==> config.mk <==
export PLATFORM = sky130hd
export DESIGN_NAME = rtc_refresh_timer
export DESIGN_NICKNAME = d
export VERILOG_FILES = /design/src/hdl/rtc_pkg.sv /design/src/hdl/rtc_prescaler.sv /design/src/hdl/rtc_refresh_timer.sv
export SDC_FILE = /design/constraint.sdc
export NUM_CORES = 1
export LEC_CHECK = 0
export ABC_AREA = 1
export BUFFER_PORTS_ARGS = -buffer_cell sky130_fd_sc_hd__buf_2
export CAP_MARGIN = 20
export CORE_MARGIN = 5
export CORE_UTILIZATION = 52
export DETAILED_ROUTE_END_ITERATION = 8
export PLACE_DENSITY = 0.78
export SYNTH_ARGS = -nofsm -noshare
export SYNTH_HDL_FRONTEND = slang
export SYNTH_SLANG_ARGS = --single-unit
export TNS_END_PERCENT = 20
==> constraint.sdc <==
create_clock -name CLOCK_I -period 1.7 [get_ports CLOCK_I]
set_input_delay 0 -clock CLOCK_I [delete_from_list [all_inputs] [get_ports CLOCK_I]]
set_output_delay 0 -clock CLOCK_I [all_outputs]
set_load 0.01 [all_outputs]
==> src/hdl/rtc_pkg.sv <==
/*
 * Constants, register map, field positions and carrier types shared by the
 * refresh timer control block and its prescaler.
 * Assumes a single 10 MHz system clock and a byte-wide register port.
 */
// Notes on behaviour
// - refresh cycles for area 3 only when enabled
// - refresh pin driven only when pin enabled
// - column width and strobe arrangement selection
// - memory type bits pick timer, DRAM, PSRAM
// - self-refresh in standby only when enabled
// - match flag set when counter equals constant
// - flag cleared by read-one then write-zero
package rtc_pkg;
	localparam int ADDR_W = 8;
	localparam logic [7:0] OFS_CONTROL = 8'hAC;
	localparam logic [7:0] OFS_TIMER_CS = 8'hAD;
	localparam logic [7:0] OFS_COUNTER = 8'hAE;
	localparam logic [7:0] OFS_CONSTANT = 8'hAF;
	localparam logic [7:0] OFS_IRQ_STATUS = 8'hB8;
	localparam logic [7:0] OFS_IRQ_MASK = 8'hB9;
	localparam logic [7:0] RST_CONTROL = 8'h02;
	localparam logic [7:0] RST_TIMER_CS = 8'h07;
	localparam logic [7:0] RST_COUNTER = 8'h00;
	localparam logic [7:0] RST_CONSTANT = 8'hFF;
	localparam logic [7:0] RST_IRQ = 8'h00;
	localparam logic [2:0] TCS_RSVD_ONES = 3'h7;
	// control register field positions
	localparam int B_SELF_REFRESH = 7;
	localparam int B_PSRAM = 6;
	localparam int B_DRAM = 5;
	localparam int B_STROBE_CAS = 4;
	localparam int B_COLUMN9 = 3;
	localparam int B_PIN_EN = 1;
	localparam int B_CYCLE_EN = 0;
	// timer control/status field positions
	localparam int B_MATCH_FLAG = 7;
	localparam int B_MATCH_IRQ_EN = 6;
	localparam int B_CKS_HI = 5;
	localparam int B_CKS_LO = 3;
	// prescaler taps, as log2 of the divide ratio for codes 1..7
	localparam int PRESC_W = 12;
	localparam int TAP_LOG2 [1:7] = '{1, 3, 5, 7, 9, 11, 12};
	// refresh strobe pulse width on the pin, in ns and cycles
	localparam int CLK_PERIOD_NS = 100;
	localparam int REFRESH_PULSE_NS = 200;
	localparam int REFRESH_PULSE_CYC =
		(REFRESH_PULSE_NS + CLK_PERIOD_NS - 1) / CLK_PERIOD_NS;

	typedef enum logic [1:0] {
		RTC_MEM_TIMER,
		RTC_MEM_DRAM,
		RTC_MEM_PSRAM,
		RTC_MEM_ILLEGAL
	} rtc_mem_t;

	typedef struct packed {
		logic [ADDR_W-1:0] addr;
		logic [7:0] wdata;
		logic wr;
		logic rd;
	} rtc_bus_t;

	typedef struct packed {
		logic refresh_req;
		logic column9;
		logic strobe_cas;
		logic dram_sel;
		logic psram_sel;
		logic self_refresh;
	} rtc_mem_ctl_t;
endpackage : rtc_pkg

==> src/hdl/rtc_prescaler.sv <==
/*
 * Free-running prescaler giving a one-cycle enable at the selected tap.
 * Assumes the reset is already synchronised by the top module.
 */
`timescale 1ns/1ps
module rtc_prescaler #(
	parameter int W = rtc_pkg::PRESC_W
) (
	input wire logic clk_i,
	input wire logic rst_n_i,
	input wire logic [2:0] sel_i,
	output logic tick_o
);
	import rtc_pkg::*;
	logic [W-1:0] count;
	logic [W-1:0] next_count;

	// the counter runs freely; a tap is a carry out of its low bits
	always_comb begin
		next_count = count + 1'b1;
	end

	always_ff @(posedge clk_i or negedge rst_n_i) begin
		if (!rst_n_i) begin
			count <= '0;
		end else begin
			count <= next_count;
		end
	end

	// tick when the low tap bits wrap to zero; code 0 never ticks
	always_comb begin
		tick_o = 1'b0;
		if (sel_i != 3'h0) begin
			for (int k = 1; k <= 7; k++) begin
				if (sel_i == 3'(k)) begin
					tick_o = ((next_count &
						W'((1 << TAP_LOG2[k]) - 1)) == '0);
				end
			end
		end
	end
endmodule : rtc_prescaler

==> src/hdl/rtc_refresh_timer.sv <==
/*
 * Refresh timer control block: control and status registers, refresh
 * timer counter with compare match, interrupt and memory control outputs.
 * Assumes register strobes are synchronous one-cycle pulses and that the
 * memory controller proper consumes the control bundle.
 */
`timescale 1ns/1ps
module rtc_refresh_timer (
	input wire logic CLOCK_I,
	input wire logic RST_N_I,
	input wire logic [rtc_pkg::ADDR_W-1:0] ADDR_I,
	input wire logic [7:0] WDATA_I,
	input wire logic WR_I,
	input wire logic RD_I,
	input wire logic STANDBY_I,
	output logic [7:0] RDATA_O,
	output logic IRQ_O,
	output logic REFRESH_N_O,
	output logic REFRESH_REQ_O,
	output logic COLUMN9_O,
	output logic STROBE_CAS_O,
	output logic DRAM_SEL_O,
	output logic PSRAM_SEL_O,
	output logic SELF_REFRESH_O
);
	import rtc_pkg::*;

	logic rst_meta;
	logic rst_n;
	rtc_bus_t bus;
	logic [7:0] control;
	logic [7:0] next_control;
	logic compare_match_flag;
	logic next_compare_match_flag;
	logic compare_match_irq_enable;
	logic next_compare_match_irq_enable;
	logic [2:0] cks;
	logic [2:0] next_cks;
	logic [7:0] counter;
	logic [7:0] next_counter;
	logic [7:0] constant;
	logic [7:0] next_constant;
	logic [1:0] irq_status;
	logic [1:0] next_irq_status;
	logic [1:0] irq_mask;
	logic [1:0] next_irq_mask;
	logic flag_read_armed;
	logic next_flag_read_armed;
	logic [7:0] rdata;
	logic [7:0] next_rdata;
	logic [1:0] pulse_cnt;
	logic [1:0] next_pulse_cnt;
	logic tick;
	logic match;
	logic refresh_fire;
	rtc_mem_t mem_type;
	rtc_mem_ctl_t mem_ctl;
	rtc_mem_t next_mem_type;
	rtc_mem_ctl_t mode_q;
	rtc_mem_ctl_t next_mode;
	logic refresh_n;
	logic next_refresh_n;

	// reset release through two flops; assertion is still immediate
	always_ff @(posedge CLOCK_I or negedge RST_N_I) begin
		if (!RST_N_I) begin
			rst_meta <= 1'b0;
			rst_n <= 1'b0;
		end else begin
			rst_meta <= 1'b1;
			rst_n <= rst_meta;
		end
	end

	assign bus = '{addr: ADDR_I, wdata: WDATA_I, wr: WR_I, rd: RD_I};

	rtc_prescaler #(
		.W(PRESC_W)
	) u_presc (
		.clk_i(CLOCK_I),
		.rst_n_i(rst_n),
		.sel_i(cks),
		.tick_o(tick)
	);

	// match is evaluated on the counter's own clock enable so a stopped
	// counter sitting on the constant does not refire every cycle
	assign match = tick && (counter == constant);
	assign mem_type = rtc_mem_t'({control[B_PSRAM], control[B_DRAM]});
	// refresh only on area 3 with DRAM or PSRAM attached
	assign refresh_fire = match && control[B_CYCLE_EN] &&
		(mem_type == RTC_MEM_DRAM || mem_type == RTC_MEM_PSRAM);

	// register writes, flag handling and counting
	always_comb begin
		next_control = control;
		next_compare_match_irq_enable = compare_match_irq_enable;
		next_cks = cks;
		next_constant = constant;
		next_counter = counter;
		next_compare_match_flag = compare_match_flag;
		next_flag_read_armed = flag_read_armed;
		// counting; restart from zero on match
		if (tick) begin
			next_counter = match ? 8'h00 : counter + 8'h01;
		end
		// read of the flag as one arms the clear
		if (bus.rd && bus.addr == OFS_TIMER_CS &&
			compare_match_flag) begin
			next_flag_read_armed = 1'b1;
		end
		if (bus.wr) begin
			case (bus.addr)
				OFS_CONTROL: begin
					// 11 is illegal; software must avoid it, stored as is
					next_control = bus.wdata;
				end
				OFS_TIMER_CS: begin
					next_compare_match_irq_enable =
						bus.wdata[B_MATCH_IRQ_EN];
					next_cks = bus.wdata[B_CKS_HI:B_CKS_LO];
					// writing one is ignored; zero clears only if read first
					if (!bus.wdata[B_MATCH_FLAG] && flag_read_armed) begin
						next_compare_match_flag = 1'b0;
					end
					// any write here spends the arming, cleared or not
					next_flag_read_armed = 1'b0;
				end
				OFS_COUNTER: begin
					next_counter = bus.wdata;
				end
				OFS_CONSTANT: begin
					next_constant = bus.wdata;
				end
				default: begin
				end
			endcase
		end
		// hardware set wins over a simultaneous clear
		if (match) begin
			next_compare_match_flag = 1'b1;
		end
	end

	always_ff @(posedge CLOCK_I or negedge rst_n) begin
		if (!rst_n) begin
			control <= RST_CONTROL;
			compare_match_flag <= RST_TIMER_CS[B_MATCH_FLAG];
			compare_match_irq_enable <= RST_TIMER_CS[B_MATCH_IRQ_EN];
			cks <= RST_TIMER_CS[B_CKS_HI:B_CKS_LO];
			counter <= RST_COUNTER;
			constant <= RST_CONSTANT;
			flag_read_armed <= 1'b0;
		end else begin
			control <= next_control;
			compare_match_flag <= next_compare_match_flag;
			compare_match_irq_enable <= next_compare_match_irq_enable;
			cks <= next_cks;
			counter <= next_counter;
			constant <= next_constant;
			flag_read_armed <= next_flag_read_armed;
		end
	end

	// sticky interrupt status, write one to clear; a set in the same
	// cycle as the clear wins so no event is ever lost
	always_comb begin
		next_irq_status = irq_status;
		next_irq_mask = irq_mask;
		if (bus.wr && bus.addr == OFS_IRQ_STATUS) begin
			next_irq_status = irq_status & ~bus.wdata[1:0];
		end
		if (bus.wr && bus.addr == OFS_IRQ_MASK) begin
			next_irq_mask = bus.wdata[1:0];
		end
		if (match) begin
			next_irq_status[0] = 1'b1;
		end
		if (refresh_fire) begin
			next_irq_status[1] = 1'b1;
		end
	end

	always_ff @(posedge CLOCK_I or negedge rst_n) begin
		if (!rst_n) begin
			irq_status <= RST_IRQ[1:0];
			irq_mask <= RST_IRQ[1:0];
		end else begin
			irq_status <= next_irq_status;
			irq_mask <= next_irq_mask;
		end
	end

	// read data, valid in the cycle after the read strobe only
	always_comb begin
		next_rdata = 8'h00;
		if (bus.rd) begin
			case (bus.addr)
				OFS_CONTROL: next_rdata = control;
				OFS_TIMER_CS: next_rdata = {compare_match_flag,
					compare_match_irq_enable, cks, TCS_RSVD_ONES};
				OFS_COUNTER: next_rdata = counter;
				OFS_CONSTANT: next_rdata = constant;
				OFS_IRQ_STATUS: next_rdata = {6'h00, irq_status};
				OFS_IRQ_MASK: next_rdata = {6'h00, irq_mask};
				default: next_rdata = 8'h00;
			endcase
		end
	end

	always_ff @(posedge CLOCK_I or negedge rst_n) begin
		if (!rst_n) begin
			rdata <= 8'h00;
		end else begin
			rdata <= next_rdata;
		end
	end

	// refresh pin pulse stretcher; pulse held a fixed width on the pin
	always_comb begin
		next_pulse_cnt = pulse_cnt;
		if (refresh_fire) begin
			next_pulse_cnt = 2'(REFRESH_PULSE_CYC);
		end else if (pulse_cnt != 2'h0) begin
			next_pulse_cnt = pulse_cnt - 2'h1;
		end
	end

	always_ff @(posedge CLOCK_I or negedge rst_n) begin
		if (!rst_n) begin
			pulse_cnt <= 2'h0;
		end else begin
			pulse_cnt <= next_pulse_cnt;
		end
	end

	// mode pins and the refresh pin are registered from next values, so
	// they move on the same edge as the register and never glitch
	always_comb begin
		next_mem_type = rtc_mem_t'({next_control[B_PSRAM],
			next_control[B_DRAM]});
		next_mode = '0;
		next_mode.column9 = next_control[B_COLUMN9];
		next_mode.strobe_cas = next_control[B_STROBE_CAS];
		next_mode.dram_sel = (next_mem_type == RTC_MEM_DRAM);
		next_mode.psram_sel = (next_mem_type == RTC_MEM_PSRAM);
		// the pin follows the stretcher, gated by its enable bit
		next_refresh_n = !(next_control[B_PIN_EN] &&
			next_pulse_cnt != 2'h0);
	end

	always_ff @(posedge CLOCK_I or negedge rst_n) begin
		if (!rst_n) begin
			// the reset control value attaches no memory
			mode_q <= '0;
			refresh_n <= 1'b1;
		end else begin
			mode_q <= next_mode;
			refresh_n <= next_refresh_n;
		end
	end

	// memory control bundle; request and self-refresh stay combinational
	always_comb begin
		mem_ctl = mode_q;
		mem_ctl.refresh_req = refresh_fire;
		// self-refresh only while standby and enabled, with memory fitted
		mem_ctl.self_refresh = STANDBY_I && control[B_SELF_REFRESH] &&
			(mode_q.dram_sel || mode_q.psram_sel);
	end

	assign RDATA_O = rdata;
	// level interrupt: legacy enable path or the masked sticky bits
	assign IRQ_O = (compare_match_flag && compare_match_irq_enable) ||
		|(irq_status & irq_mask);
	assign REFRESH_N_O = refresh_n;
	assign REFRESH_REQ_O = mem_ctl.refresh_req;
	assign COLUMN9_O = mem_ctl.column9;
	assign STROBE_CAS_O = mem_ctl.strobe_cas;
	assign DRAM_SEL_O = mem_ctl.dram_sel;
	assign PSRAM_SEL_O = mem_ctl.psram_sel;
	assign SELF_REFRESH_O = mem_ctl.self_refresh;
endmodule : rtc_refresh_timer

After elaboration in Yosys (flattened, before gate mapping) --
Cells that the tools add are included.
Word-level totals: input port bits 21, bits in registers 63, logic and storage cells 110
Operators by class: $add $sub $neg 3, equality and inequality tests 18, bitwise operators 3, reductions and logical operators 37, multiplexer cells 28
Operator list (count):
- 12-bit zero test | 7
- 8-bit == test (second input constant) | 6
- 8-bit one-hot mux with 6 select lines | 1
- 8-bit two-way mux | 5
- 1-bit two-way mux | 17
- 7-bit two-way mux | 2
- 2-bit nonzero test | 7
- 12-bit by 1-bit adder with 12-bit output (second input constant) | 1
- 3-bit == test (second input constant) | 4
- 1-bit logical AND | 12
- 8-bit by 1-bit adder with 8-bit output (second input constant) | 1
- 8-bit == test | 1
- 3-bit by 2-bit == test with 1-bit output (second input constant) | 2
- 2-bit two-way mux | 3
- 2-bit AND reduction | 3
- 2-bit bitwise AND | 2
- 2-bit by 1-bit == test with 1-bit output (second input constant) | 2
- 2-bit == test (second input constant) | 2
- 3-bit by 1-bit == test with 1-bit output (second input constant) | 1
- 1-bit logical OR | 3
- 3-bit AND reduction | 1
- 3-bit nonzero test | 1
- 1-bit zero test | 2
- 2-bit NOT | 1
- 2 further kinds | 2

Depth between registers and ports, before layout --
Gate-level depths: netlist of run 1.
word-level depth 17, gate-level depth with buffers 15, depth with buffers taken out 15

Cells and area by module --
Synthesis of run 1 repeated with hierarchy kept, for this count alone.
Second synthesis, totals: cells, all modules 453, area, all modules 3378.2 um^2
Modules (own cells, without submodules):
- rtc_refresh_timer | cells an instance 353, sequential area each 1238.7 um^2, instances 1, area an instance 2640.0 um^2
- rtc_prescaler | cells an instance 100, sequential area each 300.3 um^2, instances 1, area an instance 738.2 um^2

Worst setup path after synthesis of run 1 --
OpenSTA, ideal clock, no wires.
kind register to register, start point reg u_presc.count[0], end point reg counter[2], data required time 1.583 ns, clock period less this slack 2.004 ns, library setup time 0.117 ns, setup slack -0.304 ns, stages on the path, launching flop included 13, arrival 1.886 ns, cell sequence dfrtp_1 -> ha_1 -> nand3_1 -> nand2_1 -> nand2_1 -> nand2_1 -> nor2_1 -> nand3_1 -> o21ai_2 -> nand3_2 -> or2_0 -> nand3_1 -> nand2_1
On the way: cells in the longest elaborated chain, start to end 15
RTL lines:
- start, declared | RTL line rtc_prescaler.sv:15 | logic [W-1:0] count;
- start signal, assigned | RTL line rtc_prescaler.sv:27 | count <= next_count;
- 12-bit by 1-bit adder with 12-bit output (*) | RTL line rtc_prescaler.sv:20 | next_count = count + 1'b1;
- 12-bit zero test | RTL line rtc_prescaler.sv:37 | tick_o = ((next_count &
- 1-bit two-way mux (6 in series) | RTL line rtc_prescaler.sv:36 | if (sel_i == 3'(k)) begin
- 1-bit two-way mux (*) | RTL line rtc_prescaler.sv:36
- 1-bit two-way mux (*) | RTL line rtc_prescaler.sv:34 | if (sel_i != 3'h0) begin
- 1-bit logical AND | RTL line rtc_refresh_timer.sv:88 | assign match = tick && (counter == constant);
- 8-bit two-way mux | RTL line rtc_refresh_timer.sv:105 | next_counter = match ? 8'h00 : counter + 8'h01;
- 8-bit two-way mux (*) | RTL line rtc_refresh_timer.sv:104 | if (tick) begin
- 8-bit two-way mux | RTL line rtc_refresh_timer.sv:113 | case (bus.addr)
- 8-bit two-way mux (*) | RTL line rtc_refresh_timer.sv:112 | if (bus.wr) begin
- via next_counter[2] | RTL line rtc_refresh_timer.sv:40 | logic [7:0] next_counter;
- end signal, assigned | RTL line rtc_refresh_timer.sv:159 | counter <= next_counter;
- end, declared | RTL line rtc_refresh_timer.sv:39 | logic [7:0] counter;
Mark *: on every way through the listed nets, which the timed path passes. The rest lies on a longest branch. A chain may end at the register's enable or synchronous reset.

Worst setup path in the final report of run 1 --
start point reg u_presc.count[1], end point out REFRESH_REQ_O
On the way: cells in the longest elaborated chain, start to end 12
RTL lines:
- 12-bit by 1-bit adder with 12-bit output (*) | RTL line rtc_prescaler.sv:20
- via u_presc.next_count[2] | RTL line rtc_prescaler.sv:16 | logic [W-1:0] next_count;
- 12-bit zero test | RTL line rtc_prescaler.sv:37
- 1-bit two-way mux (5 in series) | RTL line rtc_prescaler.sv:36
- 1-bit two-way mux (*) | RTL line rtc_prescaler.sv:36
- 1-bit two-way mux (*) | RTL line rtc_prescaler.sv:34
- 1-bit logical AND (*) | RTL line rtc_refresh_timer.sv:88
- 1-bit logical AND (*) (2 in series) | RTL line rtc_refresh_timer.sv:91 | assign refresh_fire = match && control[B_CYCLE_EN] &&
- end, declared | RTL line rtc_refresh_timer.sv:19 | output logic REFRESH_REQ_O,
Marked as above.

==> results of run 1 <==
-- registers in the layout, indices dropped and copies added, names as in the netlist --
signal and count:
irq_mask 2, control 8, compare_match_irq_enable 1, RDATA_O 8, pulse_cnt 2, flag_read_armed 1
DRAM_SEL_O 1, counter 8, compare_match_flag 1, constant 8, cks 3, PSRAM_SEL_O 1
u_presc.count 12, irq_status 2, rst_n 1, rst_meta 1, REFRESH_N_O 1
-- layer usage --
| metal | up-vias | part of all wire |
|---|---|---|
| met4 | 0 | 0.020 |
| met2 | 133 | 0.50 |
| li1 | 1494 | - |
| met1 | 1501 | 0.41 |
| met5 | - | 0 |
| met3 | 22 | 0.065 |
-- synthesized netlist by cell type (all sizes together) --
library cell / instances
nand2: 115
inv: 60
dfrtp: 51
nor2: 34
o21ai: 34
nand3: 25
nand4: 18
a21oi: 11
dfstp: 10
nor3: 8
xnor2: 7
a221oi: 5
ha: 3
clkbuf: 2
nand3b: 2
nor4: 2
o22ai: 2
a211oi: 1
a41oi: 1
and2: 1
buf: 1
clkinv: 1
conb: 1
mux2: 1
o211a: 1
o21bai: 1
o2bb2ai: 1
o31ai: 1
or2: 1
xor2: 1
-- stage by stage --
step / util / total power, mW / instances
after detailed placement: 0.622 / 1.87 / 538
after CTS: 0.701 / 3.18 / 573
after global placement: 0.622 / 1.86 / 538
after global routing: 0.707 / 3.31 / 576
final: 0.707 / 3.18 / 576
after floorplan: - / 1.74 / 402
-- layout make-up --
type / instances / area, sq um / share of cell area
Inverter: 61 / 229 / 0.0544
Multi-Input combinational cell: 277 / 1540 / 0.365
Clock inverter: 7 / 73.8 / 0.0175
Sequential cell: 61 / 1550 / 0.367
Timing Repair Buffer: 86 / 606 / 0.144
Clock buffer: 9 / 124 / 0.0294
Tap cell: 75 / 93.8 / 0.0223
-- cells by family after synthesis --
| kind of cell | Yosys count | synth area share |
|---|---|---|
| buffers and inverters | 64 | 0.0774 |
| adder cells (fa/ha/maj) | 3 | 0.0117 |
| AO/OA/AOI/OAI | 58 | 0.108 |
| XOR/XNOR | 8 | 0.0219 |
| flip-flops | 61 | 0.481 |
| other | 1 | 0.00117 |
| AND/OR/NAND/NOR | 206 | 0.295 |
| multiplexers | 1 | 0.00352 |
-- critical path, delay by kind of cell (launching register included) --
kind                       cells  cell delay, ps
and+or+nand+nor               11            1060
adders and majority gates      1             190
DFF                            1             450
buffers and inverters          1             110
-- worst paths after layout --
check,end,from,cells past startpoint
max,REFRESH_REQ_O,u_presc.count[1],13
min,irq_mask[0],WR_I,3
max in group asynchronous,rst_n,RST_N_I,3
max reg2reg,counter[2],u_presc.count[1],12
min reg2reg,u_presc.count[10],rst_n,1
min in group asynchronous,u_presc.count[10],rst_n,1
-- report_power, final --
group	internal (mW)	total (mW)	switching, mW
clock	0.681	1.30	0.618
sequential	1.51	1.56	0.0519
combinational	0.132	0.315	0.183
-- timing repair --
item | in CTS | in global routing
hold buffers | 11 | 0
cloned | 0 | 0
endpoints found under the setup margin | 15 | 15
gates resized for setup | 24 | 5
hold endpoints to repair | 23 | 0
pin swaps | 10 | 7
buffers inserted | 8 | 3
==> metrics.md, run 1 <==
| Metric | Value |
|---|---|
| Setup violations, final | `15` |
| Cells after Synth | `between 400 and 500` |
| Clk root buf | `clkbuf_8` |
| Syn-to-layout area delta | `31.5%` |
| Seq/Total Area, Yosys | `0.481` |
| Hold slack | `26.3 ps` |
| Commonest non-fill, non-tap cell in the layout | `nand2_1` |
| Period Utilization, post-route | `1.27` |
| Fmax | `around 460 MHz` |
| Post-place setup slack | `-396 ps` |
| Critical path fanouts, max | `5` |
| Row count | `28` |
| Die extent in y | `88.5 microns` |
| Final setup skew | `between 8 and 9 ps` |
| Initial core utilization | `0.537` |
| Worst Path Class, Setup | `register to primary output` |
| Cell Pwr Density | `between 700 and 800 nW/um^2` |
| DP Area | `around 3700 sq um` |
| IO Count | `37` |
| Final Cell Area | `~4200 sq um` |
| M3 GR Usage | `0.0382` |
| Core area | `between 5000 and 6000 sq um` |
| Net count after synthesis | `roughly 430` |
| Final Critical Period | `about 2200 ps` |
| # nets final | `520` |
| CP max stage cell | `dfrtp_2` |
| Longest Clk Path Bufs | `2` |
| Port buffer count | `36` |
| Violated checks | `negative setup slack` |
| Critical path's most frequent cell | `nor2_4` |
| Inserted Clock Buffers | `9` |
| Die Footprint | `~7800 sq um` |
| Peak supply drop | `between 0.5 and 0.6 mV` |
| H-tree lvl count | `3` |
| Mean Syn Cell Area | `~8.0 sq um` |
| CTS tree | `built` |
| First-pass GRT wire length | `~14000 microns` |
| Critical-path cell list | `ha_4 -> nand2_1 -> nand2_2 -> nor2_4 -> nand2_2 -> nor2_4 -> nand2_2 -> nor2_2 -> nor2_2 -> nor2_4 -> nand3_4 -> nor2_4 -> buf_6` |
| Worst setup margin | `-463 ps` |
| GR peak layer | `met2` |
| Outcome | `finished with violations` |
| RSZ-0062 raised after global routing | `yes` |
| Cell area after synthesis | `between 3000 and 4000 sq um` |
| Most frequent cells in the layout | `109 x nand2_1, 56 x inv_1, 46 x dfrtp_1` |
| Clock latency on the worst-skew pair | `approximately 340 ps` |
| Required time of the worst setup path | `between 1500 and 2000 ps` |
| DRC Markers | `0` |
| Yosys top cell by area | `dfrtp_1` |
| Layout cells sized above 1 | `0.289` |
| HPWL after detailed placement | `between 5000 and 6000 microns` |
| Max Slew Vio Count | `0` |
| Initial antenna violation count | `0` |
| DRT Pass-1 Iters | `5` |
| Max incr delay on CP | `450 ps` |
| ANT cells | `0` |
| Initial DRC Count | `around 320` |
| Register bit total from synthesis | `61` |
| Largest net degree at the start of global routing | `60` |
| Vias per cell | `~5.5` |
| Vias in the first global route | `~3k` |
| Post-route ant nets | `0` |
| Met1 Track Usage GR | `0.304` |
| # clock sinks | `61` |
| Post-synth cell types | `37` |
| GPL Wtd Cong | `~0.94` |
| Setup TNS | `-4950 ps` |
| Clock transition at path regs | `roughly 70 ps` |
| Wire length per cell | `~15 microns` |
| Critical path arrival | `2160 ps` |
| Remaining Overflow, GRT | `0` |
| # fillers | `between 400 and 500` |
| Leakage | `2.06 nW` |
| Worst Setup Start Kind | `register` |
| M2 GR Usage | `0.396` |
| Synth top area share | `0.399` |
| R2R Setup Slk | `-430 ps` |
| Maxcap violations | `0` |
| Hold Path Class | `input port to register` |
| Final hold vios | `0` |
| Total length of routed wires | `between 8000 and 9000 microns` |
| Vias | `3150` |
| Top post-synthesis cells by area | `dfrtp_1 40%, nand2_1 13%, dfstp_2 8.2%, inv_1 6.7%, o21ai_0 4.7%` |
| Die Wd | `just under 90 microns` |
| Worst setup EP type | `primary output` |
| All-Layer GR Usage | `0.234` |
| Ys Warns | `0` |
No activity file was read; power rests on OpenSTA's default activity.
==> inputs of run 2 (changes only) <==
CORE_UTILIZATION = 45   (was 52)
PLACE_DENSITY = 0.7   (was 0.78)
SLEW_MARGIN = 20   (was unset)
==> run 2 against run 1 <==
Net effect: the flow still finishes with violations (negative setup slack); register-to-register slack about the same; global-route usage decreased by 3.3 points; sequential share of layout area decreased by 0.69 points; die area rose by 14%; sequential power is essentially flat; worst setup slack worse by 18 ps; combinational power up 2%; clock skew is 2.4 ps lower; first-iteration DRC count is 32% lower; non-clock buffer count up 6; critical path type unchanged; largest power group unchanged.
==> metrics.md, run 2 (synthesized netlist as in run 1, its figures left out) <==
| Metric | Value |
|---|---|
| Commonest non-fill, non-tap cell in the layout | `nand2_1` |
| Clock transition at path regs | `approximately 70 ps` |
| Initial core utilization | `0.466` |
| ANT cells | `0` |
| Vias | `between 3k and 4k` |
| Longest Clk Path Bufs | `2` |
| Leakage | `roughly 2.1 nW` |
| Cell Pwr Density | `744 nW/um^2` |
| Die Footprint | `between 8000 and 9000 sq um` |
| Largest net degree at the start of global routing | `60` |
| H-tree lvl count | `3` |
| Final hold vios | `0` |
| Row count | `30` |
| First-pass GRT wire length | `~14000 microns` |
| Total length of routed wires | `8250 microns` |
| Critical path fanouts, max | `5` |
| Max reg flops | `12` |
| Wire length per cell | `between 10 and 15 microns` |
| Worst Path Class, Setup | `register to primary output` |
| Max Slew Vio Count | `0` |
| Clock latency on the worst-skew pair | `~350 ps` |
| Final Cell Area | `about 4300 sq um` |
| Vias in the first global route | `between 2k and 3k` |
| Hold slack | `20.1 ps` |
| Die Wd | `94.3 microns` |
| Setup violations, final | `15` |
| # clock sinks | `61` |
| Final Critical Period | `approximately 2200 ps` |
| Final setup skew | `around 6.3 ps` |
| Core area | `about 6900 sq um` |
| Inserted Clock Buffers | `9` |
| Critical path arrival | `2180 ps` |
| Peak supply drop | `roughly 0.64 mV` |
| Outcome | `finished with violations` |
| Fmax | `about 460 MHz` |
| Hold Path Class | `input port to register` |
| Max incr delay on CP | `420 ps` |
| DRT Pass-1 Iters | `5` |
| Initial DRC Count | `~220` |
| Remaining Overflow, GRT | `0` |
| Layout cells sized above 1 | `0.304` |
| Critical-path cell list | `ha_4 -> inv_2 -> nand2_2 -> nand2_2 -> nor2_4 -> nand2_2 -> nor2_4 -> nand3_2 -> o21ai_4 -> buf_6 -> nand3_4 -> nor2_4 -> buf_6` |
| Die extent in y | `94.3 microns` |
| Violated checks | `negative setup slack` |
| Net Sw Frac | `0.269` |
| All-Layer GR Usage | `0.201` |
| Worst setup EP type | `primary output` |
| Most frequent cells in the layout | `105 x nand2_1, 55 x inv_1, 47 x dfrtp_1` |
| Clk root buf | `clkbuf_8` |
| GPL Wtd Cong | `between 0.8 and 0.9` |
| Pint | `2.33 mW` |
| Port buffer count | `36` |
| CTS tree | `built` |
| DRC Markers | `0` |
| IO Count | `37` |
| DP Area | `between 3000 and 4000 sq um` |
| Maxcap violations | `0` |
| CP max stage cell | `dfrtp_1` |
| CP delay by family, top | `simple AND/OR/NAND/NOR gates` |
| # nets final | `between 500 and 600` |
| Period Utilization, post-route | `1.28` |
| Psw | `between 0.8 and 0.9 mW` |
| Required time of the worst setup path | `roughly 1700 ps` |
| Reg with most FFs | `u_presc.count` |
| CP bufs+invs | `3` |
| Clk pwr share | `0.410` |
| # fillers | `between 600 and 700` |
| Vias per cell | `5.05` |
| HPWL after detailed placement | `roughly 6100 microns` |
| Power share of the combinational group | `0.101` |
| Worst setup margin | `-481 ps` |
| Initial antenna violation count | `0` |
| Rel. slew slack | `0.638` |
| Worst Setup Start Kind | `register` |
| Post-route ant nets | `0` |
| Post-place setup slack | `-368 ps` |
| Slew @ Worst Pin | `542 ps` |
| RSZ-0062 raised after global routing | `yes` |
| Sequential Power Share | `0.489` |
| Syn-to-layout area delta | `33.9%` |
[run 2: cell type report]
cell class	count	area, sq um	area share
clock buffer	9	124	0.0289
clock inverter	7	75.1	0.0175
inverter	61	229	0.0534
multi-input combinational	277	1540	0.359
sequential	61	1540	0.360
tap	96	120	0.0280
timing repair buffer	92	654	0.153
[run 2: tightest hold or removal path, cell delays in order]
cell and delay, ps:
buf_2 140, nand2_1 110, o21ai_0 80
[run 2: worst paths after layout]
check / start / endpoint / slack [ps] / depth (start not counted)
worst max register to register: u_presc.count[0] / counter[1] / -420 / 15
min in group asynchronous: rst_n / u_presc.count[7] / 270 / 1
worst max-delay path: u_presc.count[0] / REFRESH_REQ_O / -480 / 13
worst min-delay path: WR_I / irq_mask[1] / 20 / 3
worst min register to register: rst_n / u_presc.count[7] / 270 / 1
max in group asynchronous: RST_N_I / rst_n / 1070 / 3
[run 2: metal layers]
| metal | share of wire | track usage | wire length [microns] | vias up |
|---|---|---|---|---|
| met5 | 0 | 0 | 0 | - |
| met4 | 0.015 | 0.0614 | 120 | 0 |
| met3 | 0.065 | 0.0542 | 535 | 10 |
| met2 | 0.46 | 0.301 | 3800 | 106 |
| met1 | 0.46 | 0.286 | 3790 | 1418 |
| li1 | - | - | - | 1514 |
[run 2: metrics by stage]
| stage | instances | util | TNS [ps] | total power, mW |
|---|---|---|---|---|
| 6_report | 603 | 0.624 | -5360 | 3.19 |
| 5_1_grt | 603 | 0.624 | -7290 | 3.34 |
| 2_1_floorplan | 402 | - | -7120 | 1.74 |
| 3_3_place_gp | 567 | 0.552 | -3670 | 1.87 |
| 3_5_place_dp | 567 | 0.552 | -4760 | 1.88 |
| 4_1_cts | 600 | 0.614 | -5200 | 3.20 |
[run 2: timing repair]
action | CTS | global route
buffers inserted | 7 | 3
gates cloned | 0 | 0
resized for setup | 19 | 13
pin swaps | 15 | 5
hold buffers | 11 | 0
setup endpoints to repair | 15 | 15
endpoints found under the hold margin | 29 | 0
[run 2: power by group through the flow]
stage               Clock [mW]  Sequential [mW]  Combinational (mW)
global route              1.41             1.57               0.366
global placement             0             1.58               0.286
CTS                       1.33             1.56               0.319
floorplan                    0             1.59               0.144
detailed placement           0             1.58               0.293
finish                    1.31             1.56               0.322
